<file path="src/design/frame_seq_pkg.sv">
// shared constants, command codes, states and pin bundles of the
// linear array frame sequencer; assumes a 20 MHz core clock
package frame_seq_pkg;

  // timing
  localparam int CLK_PERIOD_NS = 50;
  localparam int POR_TIME_NS = 10000;
  localparam int POR_CYCLES = (POR_TIME_NS + CLK_PERIOD_NS - 1)
                              / CLK_PERIOD_NS;
  localparam int TICK_TIME_NS = 1000;
  localparam int TICK_CYCLES = TICK_TIME_NS / CLK_PERIOD_NS;
  localparam int CONV_TIME_NS = 20000;
  localparam int CONV_CYCLES = (CONV_TIME_NS + CLK_PERIOD_NS - 1)
                               / CLK_PERIOD_NS;
  localparam logic [15:0] ZEBRA_INT_TICKS = 16'h0010;

  // command frame layout
  localparam int CMD_BITS = 24;
  localparam int OP_MSB = 23;
  localparam int OP_LSB = 16;
  localparam int ARG_MSB = 15;
  localparam int THR_LSB = 8;
  localparam int RES8_POS = 8;

  // first command byte; zebra codes fixed, the others arbitrary
  localparam logic [7:0] CHIP_RESET_COMMAND = 8'hF0;
  localparam logic [7:0] START_INT_COMMAND = 8'hB8;
  localparam logic [7:0] WRITE_THRESHOLD_COMMAND = 8'hD2;
  localparam logic [7:0] READ_OUT_COMMAND = 8'h99;
  localparam logic [7:0] ZEBRA_ODD_HIGH_COMMAND = 8'hE8;
  localparam logic [7:0] ZEBRA_EVEN_HIGH_COMMAND = 8'hE4;
  localparam logic [7:0] ZEBRA_ALL_HIGH_COMMAND = 8'hE2;
  localparam logic [7:0] ZEBRA_ALL_LOW_COMMAND = 8'hE1;

  // read-out frame
  localparam int FRAME_BYTES = 20;
  localparam logic [7:0] TEMP_BYTE_IDX = 8'h06;
  localparam logic [7:0] DARK_CODE = 8'h10;
  localparam logic [7:0] IDLE_FILL = 8'h00;
  localparam logic [7:0] THRESHOLD_RESET = 8'h00;

  typedef enum logic [2:0] {
    ST_POR = 3'b000,
    ST_WAIT_CR = 3'b001,
    ST_IDLE = 3'b010,
    ST_INTEG = 3'b011,
    ST_CONVERT = 3'b100,
    ST_READY = 3'b101,
    ST_READOUT = 3'b110
  } seq_state_e;

  typedef enum logic [2:0] {
    ZB_OFF = 3'b000,
    ZB_ODD = 3'b001,
    ZB_EVEN = 3'b010,
    ZB_ALL_HIGH = 3'b011,
    ZB_ALL_LOW = 3'b100
  } zebra_e;

  typedef struct packed {
    logic sclk;
    logic cs_n;
    logic mosi;
  } spi_pins_s;

  typedef struct packed {
    logic miso;
    logic miso_oe;
  } spi_drive_s;

endpackage

</file>
<file path="src/design/frame_byte_buffer.sv">
// small fifo between frame byte assembly and the serial shifter
// assumes both sides on the same clock; flush drops all entries
`timescale 1ns/1ps
module frame_byte_buffer #(
  parameter int WIDTH = 8,
  parameter int DEPTH = 2
) (
  // clock and reset
  input wire logic core_clk_i,
  input wire logic rst_n_i,
  input wire logic flush_i,
  // fill side
  input wire logic in_valid_i,
  output logic in_ready_o,
  input wire logic [WIDTH-1:0] in_data_i,
  // drain side
  output logic out_valid_o,
  input wire logic out_ready_i,
  output logic [WIDTH-1:0] out_data_o
);

  localparam int PW = (DEPTH > 1) ? $clog2(DEPTH) : 1;

  if (DEPTH < 2 || (DEPTH & (DEPTH - 1)) != 0 || WIDTH < 1) begin : g_bad
    $error("frame_byte_buffer: DEPTH must be a power of two >= 2");
  end

  typedef struct packed {
    logic [DEPTH-1:0][WIDTH-1:0] mem;
    logic [PW-1:0] wr_ptr;
    logic [PW-1:0] rd_ptr;
    logic [PW:0] count;
  } buf_st_s;

  buf_st_s q, d;
  logic push;
  logic pop;

  assign in_ready_o = q.count != (PW + 1)'(DEPTH);
  assign out_valid_o = q.count != '0;
  assign out_data_o = q.mem[q.rd_ptr];

  always_comb begin
    d = q;
    push = in_valid_i && in_ready_o;
    pop = out_valid_o && out_ready_i;
    if (push) begin
      d.mem[q.wr_ptr] = in_data_i;
      d.wr_ptr = q.wr_ptr + 1'b1;
    end
    if (pop) begin
      d.rd_ptr = q.rd_ptr + 1'b1;
    end
    if (push && !pop) begin
      d.count = q.count + 1'b1;
    end else if (pop && !push) begin
      d.count = q.count - 1'b1;
    end
    if (flush_i) begin
      d.wr_ptr = '0;
      d.rd_ptr = '0;
      d.count = '0;
    end
  end

  always_ff @(posedge core_clk_i or negedge rst_n_i) begin
    if (!rst_n_i) begin
      q <= '0;
    end else begin
      q <= d;
    end
  end
endmodule

</file>
<file path="src/design/frame_sequencer.sv">
// frame cycle sequencer of a serially commanded linear sensor array
// assumes serial pins arrive asynchronously and pixel/temperature
// codes come from converter logic on core_clk_i
//
// What this block does
// [RL1] 8-bit read-out puts temperature in byte 6
// [RL2] power-on reset phase before any command
// [RL3] host sends chip reset first
// [RL4] start-integration command begins integration
// [RL5] conversion wait before frame-ready rises
// [RL6] host reads only while frame-ready high
// [RL7] host starts integration after read-out completes; block also accepts a start in ready before read-out
// [RL8] host writes thresholds before next integration
// [RL9] first frame after reset is dummy
// [RL10] zebra commands run same frame cycle
// [RL11] frame-ready may serve as host interrupt
// [RL12] zebra integration starts at chip-select high
// [RL13] all-low zebra temperature byte reads dark
// [RL14] new start drops frame-ready low
`timescale 1ns/1ps
module frame_sequencer #(
  parameter int POR_CYC = frame_seq_pkg::POR_CYCLES,
  parameter int CONV_CYC = frame_seq_pkg::CONV_CYCLES,
  parameter int TICK_CYC = frame_seq_pkg::TICK_CYCLES,
  parameter int FRAME_LEN = frame_seq_pkg::FRAME_BYTES
) (
  // clock and reset
  input wire logic core_clk_i,
  input wire logic rst_n_i,
  // serial link pins
  input wire frame_seq_pkg::spi_pins_s spi_pins_i,
  output frame_seq_pkg::spi_drive_s spi_drive_o,
  // converter side
  input wire logic [7:0] pixel_data_i,
  input wire logic pixel_valid_i,
  output logic pixel_ready_o,
  input wire logic [7:0] temp_code_i,
  // sensor control and status
  output logic frame_available_o,
  output logic integrate_o,
  output frame_seq_pkg::zebra_e zebra_pattern_o,
  output logic [7:0] threshold_o,
  output logic dummy_scan_o
);
  import frame_seq_pkg::*;

  if (POR_CYC < 1 || POR_CYC > 65535 || CONV_CYC < 1 ||
      CONV_CYC > 65535 || TICK_CYC < 1 || TICK_CYC > 31 ||
      FRAME_LEN <= 6 || FRAME_LEN > 255) begin : g_bad
    $error("frame_sequencer: parameter out of range");
  end

  typedef struct packed {
    spi_pins_s sync1;
    spi_pins_s sync2;
    spi_pins_s prev;
    logic [CMD_BITS-1:0] shift_in;
    logic [4:0] rx_bits;
    seq_state_e st;
    zebra_e zebra;
    logic res8;
    logic dummy;
    logic [7:0] thr;
    logic [15:0] int_ticks;
    logic [4:0] div;
    logic [15:0] cnt;
    logic [7:0] byte_idx;
    logic [7:0] temp;
    logic [7:0] tx_sr;
    logic [2:0] tx_bits;
    logic frame_rdy;
    logic integ;
  } seq_st_s;

  function automatic zebra_e decode_zebra(input logic [7:0] op);
    zebra_e z;
    z = ZB_OFF;
    if (op == ZEBRA_ODD_HIGH_COMMAND) begin
      z = ZB_ODD;
    end else if (op == ZEBRA_EVEN_HIGH_COMMAND) begin
      z = ZB_EVEN;
    end else if (op == ZEBRA_ALL_HIGH_COMMAND) begin
      z = ZB_ALL_HIGH;
    end else if (op == ZEBRA_ALL_LOW_COMMAND) begin
      z = ZB_ALL_LOW;
    end
    return z;
  endfunction

  seq_st_s q, d;
  logic sclk_rise, sclk_fall, cs_rise, cs_fall, tick;
  logic cmd_done, can_start, start_evt, temp_slot, gen_active;
  logic fill_valid, fill_ready, drain_valid, drain_ready, flush;
  logic [7:0] op, fill_data, drain_data;
  zebra_e zb_code;

  ///////////////////////////////////////////////////////////////////////
  // pin edges and command framing

  assign sclk_rise = q.sync2.sclk && !q.prev.sclk;
  assign sclk_fall = !q.sync2.sclk && q.prev.sclk;
  assign cs_rise = q.sync2.cs_n && !q.prev.cs_n;
  assign cs_fall = !q.sync2.cs_n && q.prev.cs_n;
  assign tick = q.div == 5'(TICK_CYC - 1);
  assign op = q.shift_in[OP_MSB:OP_LSB];
  assign zb_code = decode_zebra(op);
  // commands only take effect once the whole frame is in and cs rises
  assign cmd_done = cs_rise && q.rx_bits == 5'(CMD_BITS) &&
                    q.st != ST_READOUT;
  assign can_start = q.st == ST_IDLE || q.st == ST_READY; // RL7
  assign start_evt = cmd_done && can_start &&
                     (op == START_INT_COMMAND || zb_code != ZB_OFF);

  ///////////////////////////////////////////////////////////////////////
  // read-out byte assembly

  assign gen_active = q.st == ST_READOUT &&
                      q.byte_idx < 8'(FRAME_LEN);
  assign temp_slot = q.res8 && q.byte_idx == TEMP_BYTE_IDX; // RL1
  assign fill_valid = gen_active && (temp_slot || pixel_valid_i);
  assign pixel_ready_o = gen_active && !temp_slot && fill_ready;
  assign flush = q.st != ST_READOUT;

  always_comb begin
    if (!temp_slot) begin
      fill_data = pixel_data_i;
    end else if (q.zebra == ZB_ALL_LOW) begin
      fill_data = DARK_CODE; // RL13
    end else begin
      fill_data = q.temp; // RL1
    end
  end

  // shifter pulls a byte at cs fall and after each eighth falling edge
  assign drain_ready = q.st == ST_READOUT && !q.sync2.cs_n &&
                       (cs_fall || (sclk_fall && q.tx_bits == 3'h7));

  frame_byte_buffer #(
    .WIDTH(8),
    .DEPTH(2)
  ) u_buf (
    .core_clk_i(core_clk_i),
    .rst_n_i(rst_n_i),
    .flush_i(flush),
    .in_valid_i(fill_valid),
    .in_ready_o(fill_ready),
    .in_data_i(fill_data),
    .out_valid_o(drain_valid),
    .out_ready_i(drain_ready),
    .out_data_o(drain_data)
  );

  ///////////////////////////////////////////////////////////////////////
  // next state

  always_comb begin
    d = q;
    d.sync1 = spi_pins_i;
    d.sync2 = q.sync1;
    d.prev = q.sync2;
    d.div = tick ? 5'h00 : q.div + 5'h01;

    if (cs_fall) begin
      d.rx_bits = 5'h00;
    end else if (!q.sync2.cs_n && sclk_rise && q.st != ST_READOUT) begin
      d.shift_in = {q.shift_in[CMD_BITS-2:0], q.sync2.mosi};
      if (q.rx_bits != 5'h1F) begin
        d.rx_bits = q.rx_bits + 5'h01;
      end
    end

    if (fill_valid && fill_ready) begin
      d.byte_idx = q.byte_idx + 8'h01;
    end
    if (drain_ready) begin
      // underrun sends filler rather than stalling the host clock
      d.tx_sr = drain_valid ? drain_data : IDLE_FILL;
      d.tx_bits = 3'h0;
    end else if (sclk_fall && !q.sync2.cs_n) begin
      d.tx_sr = {q.tx_sr[6:0], 1'b0};
      d.tx_bits = q.tx_bits + 3'h1;
    end

    case (q.st)
      ST_POR: begin
        d.cnt = q.cnt + 16'h0001;
        if (q.cnt == 16'(POR_CYC - 1)) begin
          d.st = ST_WAIT_CR; // RL2
          d.cnt = 16'h0000;
        end
      end
      ST_WAIT_CR: begin
        d.cnt = 16'h0000;
      end
      ST_IDLE, ST_READY: begin
        if (cmd_done && op == WRITE_THRESHOLD_COMMAND) begin
          d.thr = q.shift_in[ARG_MSB:THR_LSB]; // RL8
        end else if (cmd_done && op == READ_OUT_COMMAND &&
                     q.st == ST_READY) begin
          d.st = ST_READOUT; // RL6
          d.res8 = q.shift_in[RES8_POS];
          d.byte_idx = 8'h00;
          d.temp = temp_code_i; // RL1
        end else if (start_evt) begin
          d.st = ST_INTEG; // RL4
          d.integ = 1'b1;
          d.frame_rdy = 1'b0; // RL14
          d.cnt = 16'h0000;
          d.zebra = zb_code; // RL10
          if (zb_code != ZB_OFF) begin
            d.int_ticks = ZEBRA_INT_TICKS; // RL12
          end else if (q.shift_in[ARG_MSB:0] == 16'h0000) begin
            d.int_ticks = 16'h0001;
          end else begin
            d.int_ticks = q.shift_in[ARG_MSB:0];
          end
        end
      end
      ST_INTEG: begin
        if (tick) begin
          d.cnt = q.cnt + 16'h0001;
          if (q.cnt == q.int_ticks - 16'h0001) begin
            d.st = ST_CONVERT;
            d.integ = 1'b0;
            d.cnt = 16'h0000;
          end
        end
      end
      ST_CONVERT: begin
        d.cnt = q.cnt + 16'h0001;
        if (q.cnt == 16'(CONV_CYC - 1)) begin
          d.st = ST_READY; // RL5
          d.frame_rdy = 1'b1; // RL11
        end
      end
      ST_READOUT: begin
        if (cs_rise) begin
          d.st = ST_IDLE;
          d.frame_rdy = 1'b0;
          d.dummy = 1'b0; // RL9
        end
      end
      default: begin
        d.st = ST_POR;
      end
    endcase

    // chip reset is honoured in every state except read-out once power-on reset ends
    if (cmd_done && op == CHIP_RESET_COMMAND && q.st != ST_POR) begin
      d.st = ST_IDLE; // RL3
      d.integ = 1'b0;
      d.frame_rdy = 1'b0;
      d.zebra = ZB_OFF;
      d.thr = THRESHOLD_RESET;
      d.dummy = 1'b1; // RL9
      d.cnt = 16'h0000;
    end
  end

  always_ff @(posedge core_clk_i or negedge rst_n_i) begin
    if (!rst_n_i) begin
      q <= '{st: ST_POR, zebra: ZB_OFF, sync1: 3'b010, sync2: 3'b010,
             prev: 3'b010, dummy: 1'b1, default: '0}; // RL2
    end else begin
      q <= d;
    end
  end

  assign spi_drive_o.miso = q.tx_sr[7];
  assign spi_drive_o.miso_oe = q.st == ST_READOUT && !q.sync2.cs_n;
  assign frame_available_o = q.frame_rdy;
  assign integrate_o = q.integ;
  assign zebra_pattern_o = q.zebra;
  assign threshold_o = q.thr;
  assign dummy_scan_o = q.dummy;
endmodule

</file>
<file path="config.mk">
export PLATFORM = sky130hd
export DESIGN_NAME = frame_sequencer
export DESIGN_NICKNAME = d
export VERILOG_FILES = /design/src/design/frame_seq_pkg.sv /design/src/design/frame_byte_buffer.sv /design/src/design/frame_sequencer.sv
export SDC_FILE = /design/constraint.sdc
export NUM_CORES = 1
export LEC_CHECK = 0
export ABC_AREA = 0
export BUFFER_PORTS_ARGS = -buffer_cell sky130_fd_sc_hd__buf_2
export CAP_MARGIN = 20
export CORE_ASPECT_RATIO = 0.6
export CORE_MARGIN = 5
export CORE_UTILIZATION = 40
export DETAILED_ROUTE_END_ITERATION = 7
export PLACE_DENSITY_LB_ADDON = 0.15
export SLEW_MARGIN = 25
export SYNTH_ARGS = -nofsm -noshare
export SYNTH_HDL_FRONTEND = slang
export SYNTH_SLANG_ARGS = --single-unit
export TNS_END_PERCENT = 1
</file>
<file path="constraint.sdc">
create_clock -name core_clk_i -period 3.3 [get_ports core_clk_i]
set_input_delay 0.495 -clock core_clk_i [delete_from_list [all_inputs] [get_ports core_clk_i]]
set_output_delay 0.495 -clock core_clk_i [all_outputs]
set_load 0.02 [all_outputs]
</file>
==> results.sh <==
export IMPL_fmax_ghz=0.325
export IMPL_leakagePower_nw=3.68
export IMPL_crit_path_start_kind="flip-flop"
export IMPL_run_status="completed"
export IMPL_placed_cell_count=978
export IMPL_groute_usage_overall=0.177
export IMPL_synth_edf_count=0
export IMPL_final_setup_viol_count=0
export IMPL_synthesis_area_per_instance_um2=9.86
export IMPL_setup_worst_path_class="reg2reg"
export IMPL_report_final_hold_viol_count=0
export IMPL_regToRegStartpoint="q[51]"
export IMPL_die_area_mm2=0.0211
export IMPL_worst_setup_path_startpoint="q[51]"
export IMPL_regToRegEndpoint="q[80]"
export IMPL_drive_gt1_frac=0.191
export IMPL_detail_route_iter0_violations=638
export IMPL_final_nets=789
export IMPL_syn_nets=769
export IMPL_finalWeightedCongestion=0.818
export IMPL_critical_path_required_ns=3.60
export IMPL_die_width_um=184
export IMPL_antenna_found_initial=0
export IMPL_slew_headroom=0.332
export IMPL_path_max_fanout=8
export IMPL_synth_cell_type_count=67
export IMPL_clock_insertion_delay_worst_skew_ns=0.43
export IMPL_cts_root_buffer="clkbuf_16"
export IMPL_clock_power_share=0.483
export IMPL_num_vias=5601
export IMPL_power_net_switching_mw=0.995
export IMPL_gr_overflow_total=0
export IMPL_final_cell_count_no_fill=1010
export IMPL_port_buffers=38
export IMPL_syn_instance_count=737
export IMPL_core_rowCount=38
export IMPL_worst_vdd_rail_ir_drop_mv=0.275
export IMPL_final_setup_skew_ns=0.00978
export IMPL_ioPinCount=39
export IMPL_post_synth_main_area_contributors="dfrtp_1 46%, mux2_2 5.3%, o21ai_0 4.5%"
export IMPL_first_pass_grt_wire_length_um=29500
export IMPL_report_final_slew_viol_count=0
export IMPL_cts_max_path_bufs=2
export IMPL_synth_top_flop_cell="dfrtp_1"
export IMPL_wl_um=17800
export IMPL_synth_most_common_cell="dfrtp_1"
export IMPL_final_min_period_over_clock_period=0.932
export IMPL_drcViolationCount=0
export IMPL_ys_seq_area_frac=0.479
export IMPL_drt_vias_per_instance=5.55
export IMPL_synthesis_area_mm2=0.00727
export IMPL_sequentialPowerShare=0.465
export IMPL_power_share_switching=0.254
export IMPL_timing_reg2reg_setup_slack_ns=0.22
export IMPL_worst_slew_pin_slew_ns=1.00
export IMPL_grt_pass1_vias=5459
export IMPL_synthesis_yosys_warnings=0
export IMPL_clock_tree_from_tritoncts="built"
export IMPL_clkSlewWorstSetupHoldPaths_ns=0.07
export IMPL_finalCriticalPeriod_ns=3.08
export IMPL_synth_top_cell_by_area="dfrtp_1"
export IMPL_comb_power_share=0.052
export IMPL_drt_first_pass_iters=5
export IMPL_max_cap_violations=0
export IMPL_fp_dieH_um=114
export IMPL_numCtsBuffers=17
export IMPL_rsz_0062_raised_after_global_routing="no"
export IMPL_worst_setup_path_endpoint="q[80]"
export IMPL_flow_area_growth_from_synthesis_pct=13.6
export IMPL_clock_sink_count=139
export IMPL_timing_reg2reg_worst_path_depth=9
export IMPL_wire_per_inst_um=17.6
export IMPL_power_density_cell_area_mw_per_mm2=475
export IMPL_synth_top_cells_by_count="135 x dfrtp_1, 66 x o21ai_0, 63 x nand2_1"
export IMPL_place_hpwl_um=12800
export IMPL_number_of_flip_flops_and_latches_in_the_synthesized_netlist=139
export IMPL_synthArstFlopShare=1.00
export IMPL_htreeDepth=4
export IMPL_totalNegativeSetupSlack_ns=0
export IMPL_grt_max_degree=69
export IMPL_endpoint_kind="flip-flop"
export IMPL_class_of_the_tightest_hold_or_removal_check="in2async"
export IMPL_post_cts_setup_buffer_count=0
export IMPL_floorplan_initialDensity=0.404
export IMPL_cell_internal_pwr_mw=2.93
export IMPL_ctsHoldBuffers=0
export IMPL_arrival_time_of_the_worst_setup_path_ns=3.38
export IMPL_n_antenna_cell=0
export IMPL_core_region_area_mm2=0.0180
export IMPL_detail_route_antenna_nets=0
export IMPL_netlist_area_leader_share=0.465
-- registers in the layout (all words and copies together), names as in the netlist --
signal / count
threshold_o: 8
d: 6
q: 90
u_buf.q: 20
op: 8
zebra_pattern_o: 3
dummy_scan_o: 1
integrate_o: 1
frame_available_o: 1
spi_drive_o: 1
-- per-stage QoR --
stage / util / setup slack [ns] / power, mW / hold WS, ns / cell area [um^2]
final: 0.459 / 0.223 / 3.92 / 0.0692 / 8250
after global routing: 0.459 / 0.0595 / 4.10 / 0.139 / 8250
after CTS: 0.459 / 0.163 / 3.97 / 0.102 / 8250
after floorplan: - / 0.418 / 1.97 / 0.199 / 7270
after detailed placement: 0.426 / 0.174 / 2.06 / 0.340 / 7660
after global placement: 0.426 / 0.265 / 2.05 / 0.338 / 7660
-- layer usage --
layer,track usage,wire [um],part of all wire
met1,0.291,9710,0.55
met2,0.224,6810,0.38
met3,0.0422,1090,0.061
met4,0.0512,195,0.011
met5,0,0,0
-- how the worst min path moves through the flow --
| stage | to | slack [ns] | cells past startpoint |
|---|---|---|---|
| after floorplan | d[111] | 0.20 | 0 |
| after global placement | d[111] | 0.34 | 0 |
| after detailed placement | d[113] | 0.34 | 0 |
| after CTS | q[13] | 0.10 | 1 |
| after global routing | q[13] | 0.14 | 1 |
| final | q[13] | 0.07 | 1 |
-- power by group through the flow --
stage | registers, mW | clock network [mW] | logic [mW]
after CTS | 1.82 | 1.94 | 0.211
after global placement | 1.85 | 0 | 0.200
after detailed placement | 1.85 | 0 | 0.210
after floorplan | 1.84 | 0 | 0.131
final | 1.82 | 1.89 | 0.205
after global routing | 1.83 | 2.03 | 0.239
-- cell type report --
| type | count | area (um^2) |
|---|---|---|
| multi-input cells | 525 | 3460 |
| flip-flops and latches | 139 | 3480 |
| fillers | 1701 | 9720 |
| clock inverters | 15 | 160 |
| repair buffers | 55 | 349 |
| well taps | 240 | 300 |
| inverters | 19 | 71.3 |
| clock buffers | 17 | 425 |
-- worst max-delay path: stages, from the launching register on --
cell      delay [ns]
dfrtp_1         0.44
inv_1           0.08
ha_1            0.19
or4b_1          0.62
nor4b_2         0.33
a21boi_2        0.23
o211ai_1        0.11
or4_4           0.56
nor4_2          0.29
o21ai_1         0.11
-- cells in the final DEF (no fill, tap or decap), types with 5 or more instances in the layout --
| master | Yosys | routed |
|---|---|---|
| or4_1 | 15 | 15 |
| dfrtp_1 | 135 | 135 |
| buf_2 | 6 | 37 |
| o21a_1 | 11 | 11 |
| nand4b_1 | 5 | 5 |
| a21oi_1 | 34 | 34 |
| or2_2 | 7 | 7 |
| o21ai_1 | 4 | 5 |
| and3_1 | 14 | 14 |
| nor2b_1 | 9 | 9 |
| nand2_1 | 63 | 63 |
| mux2i_1 | 15 | 15 |
| or3_1 | 13 | 13 |
| o21ai_0 | 66 | 65 |
| and2_1 | 7 | 7 |
| nor4_1 | 13 | 13 |
| xor2_1 | 15 | 15 |
| o211ai_1 | 6 | 6 |
| inv_1 | 19 | 19 |
| nor3_1 | 9 | 8 |
| a22o_1 | 9 | 9 |
| mux2_2 | 34 | 34 |
| nand3_1 | 20 | 20 |
| ha_1 | 10 | 10 |
| nand3b_1 | 5 | 5 |
| inv_6 | 0 | 5 |
| buf_4 | 12 | 15 |
| clkbuf_16 | 0 | 17 |
| nor2_1 | 49 | 49 |
| nand4_1 | 13 | 13 |
| xnor2_1 | 20 | 20 |
-- kinds of logic (layout without fill, tap and decap cells) --
family                     after synthesis  after routing  share of synthesized area
muxes                                   49             49                     0.0733
adders and majority gates               11             11                     0.0186
DFF                                    139            139                      0.479
buffers and inverters                   73            106                     0.0470
AOI/OAI and AO/OA                      162            162                      0.136
and+or+nand+nor                        268            268                      0.203
xor gates and xnor gates                35             35                     0.0422
-- repair_timing --
item,CTS,global route
hold endpoints to repair,0,0
setup endpoints to repair,0,12
gates resized for setup,0,1
Note: power is estimated with default switching activity, not from simulation.
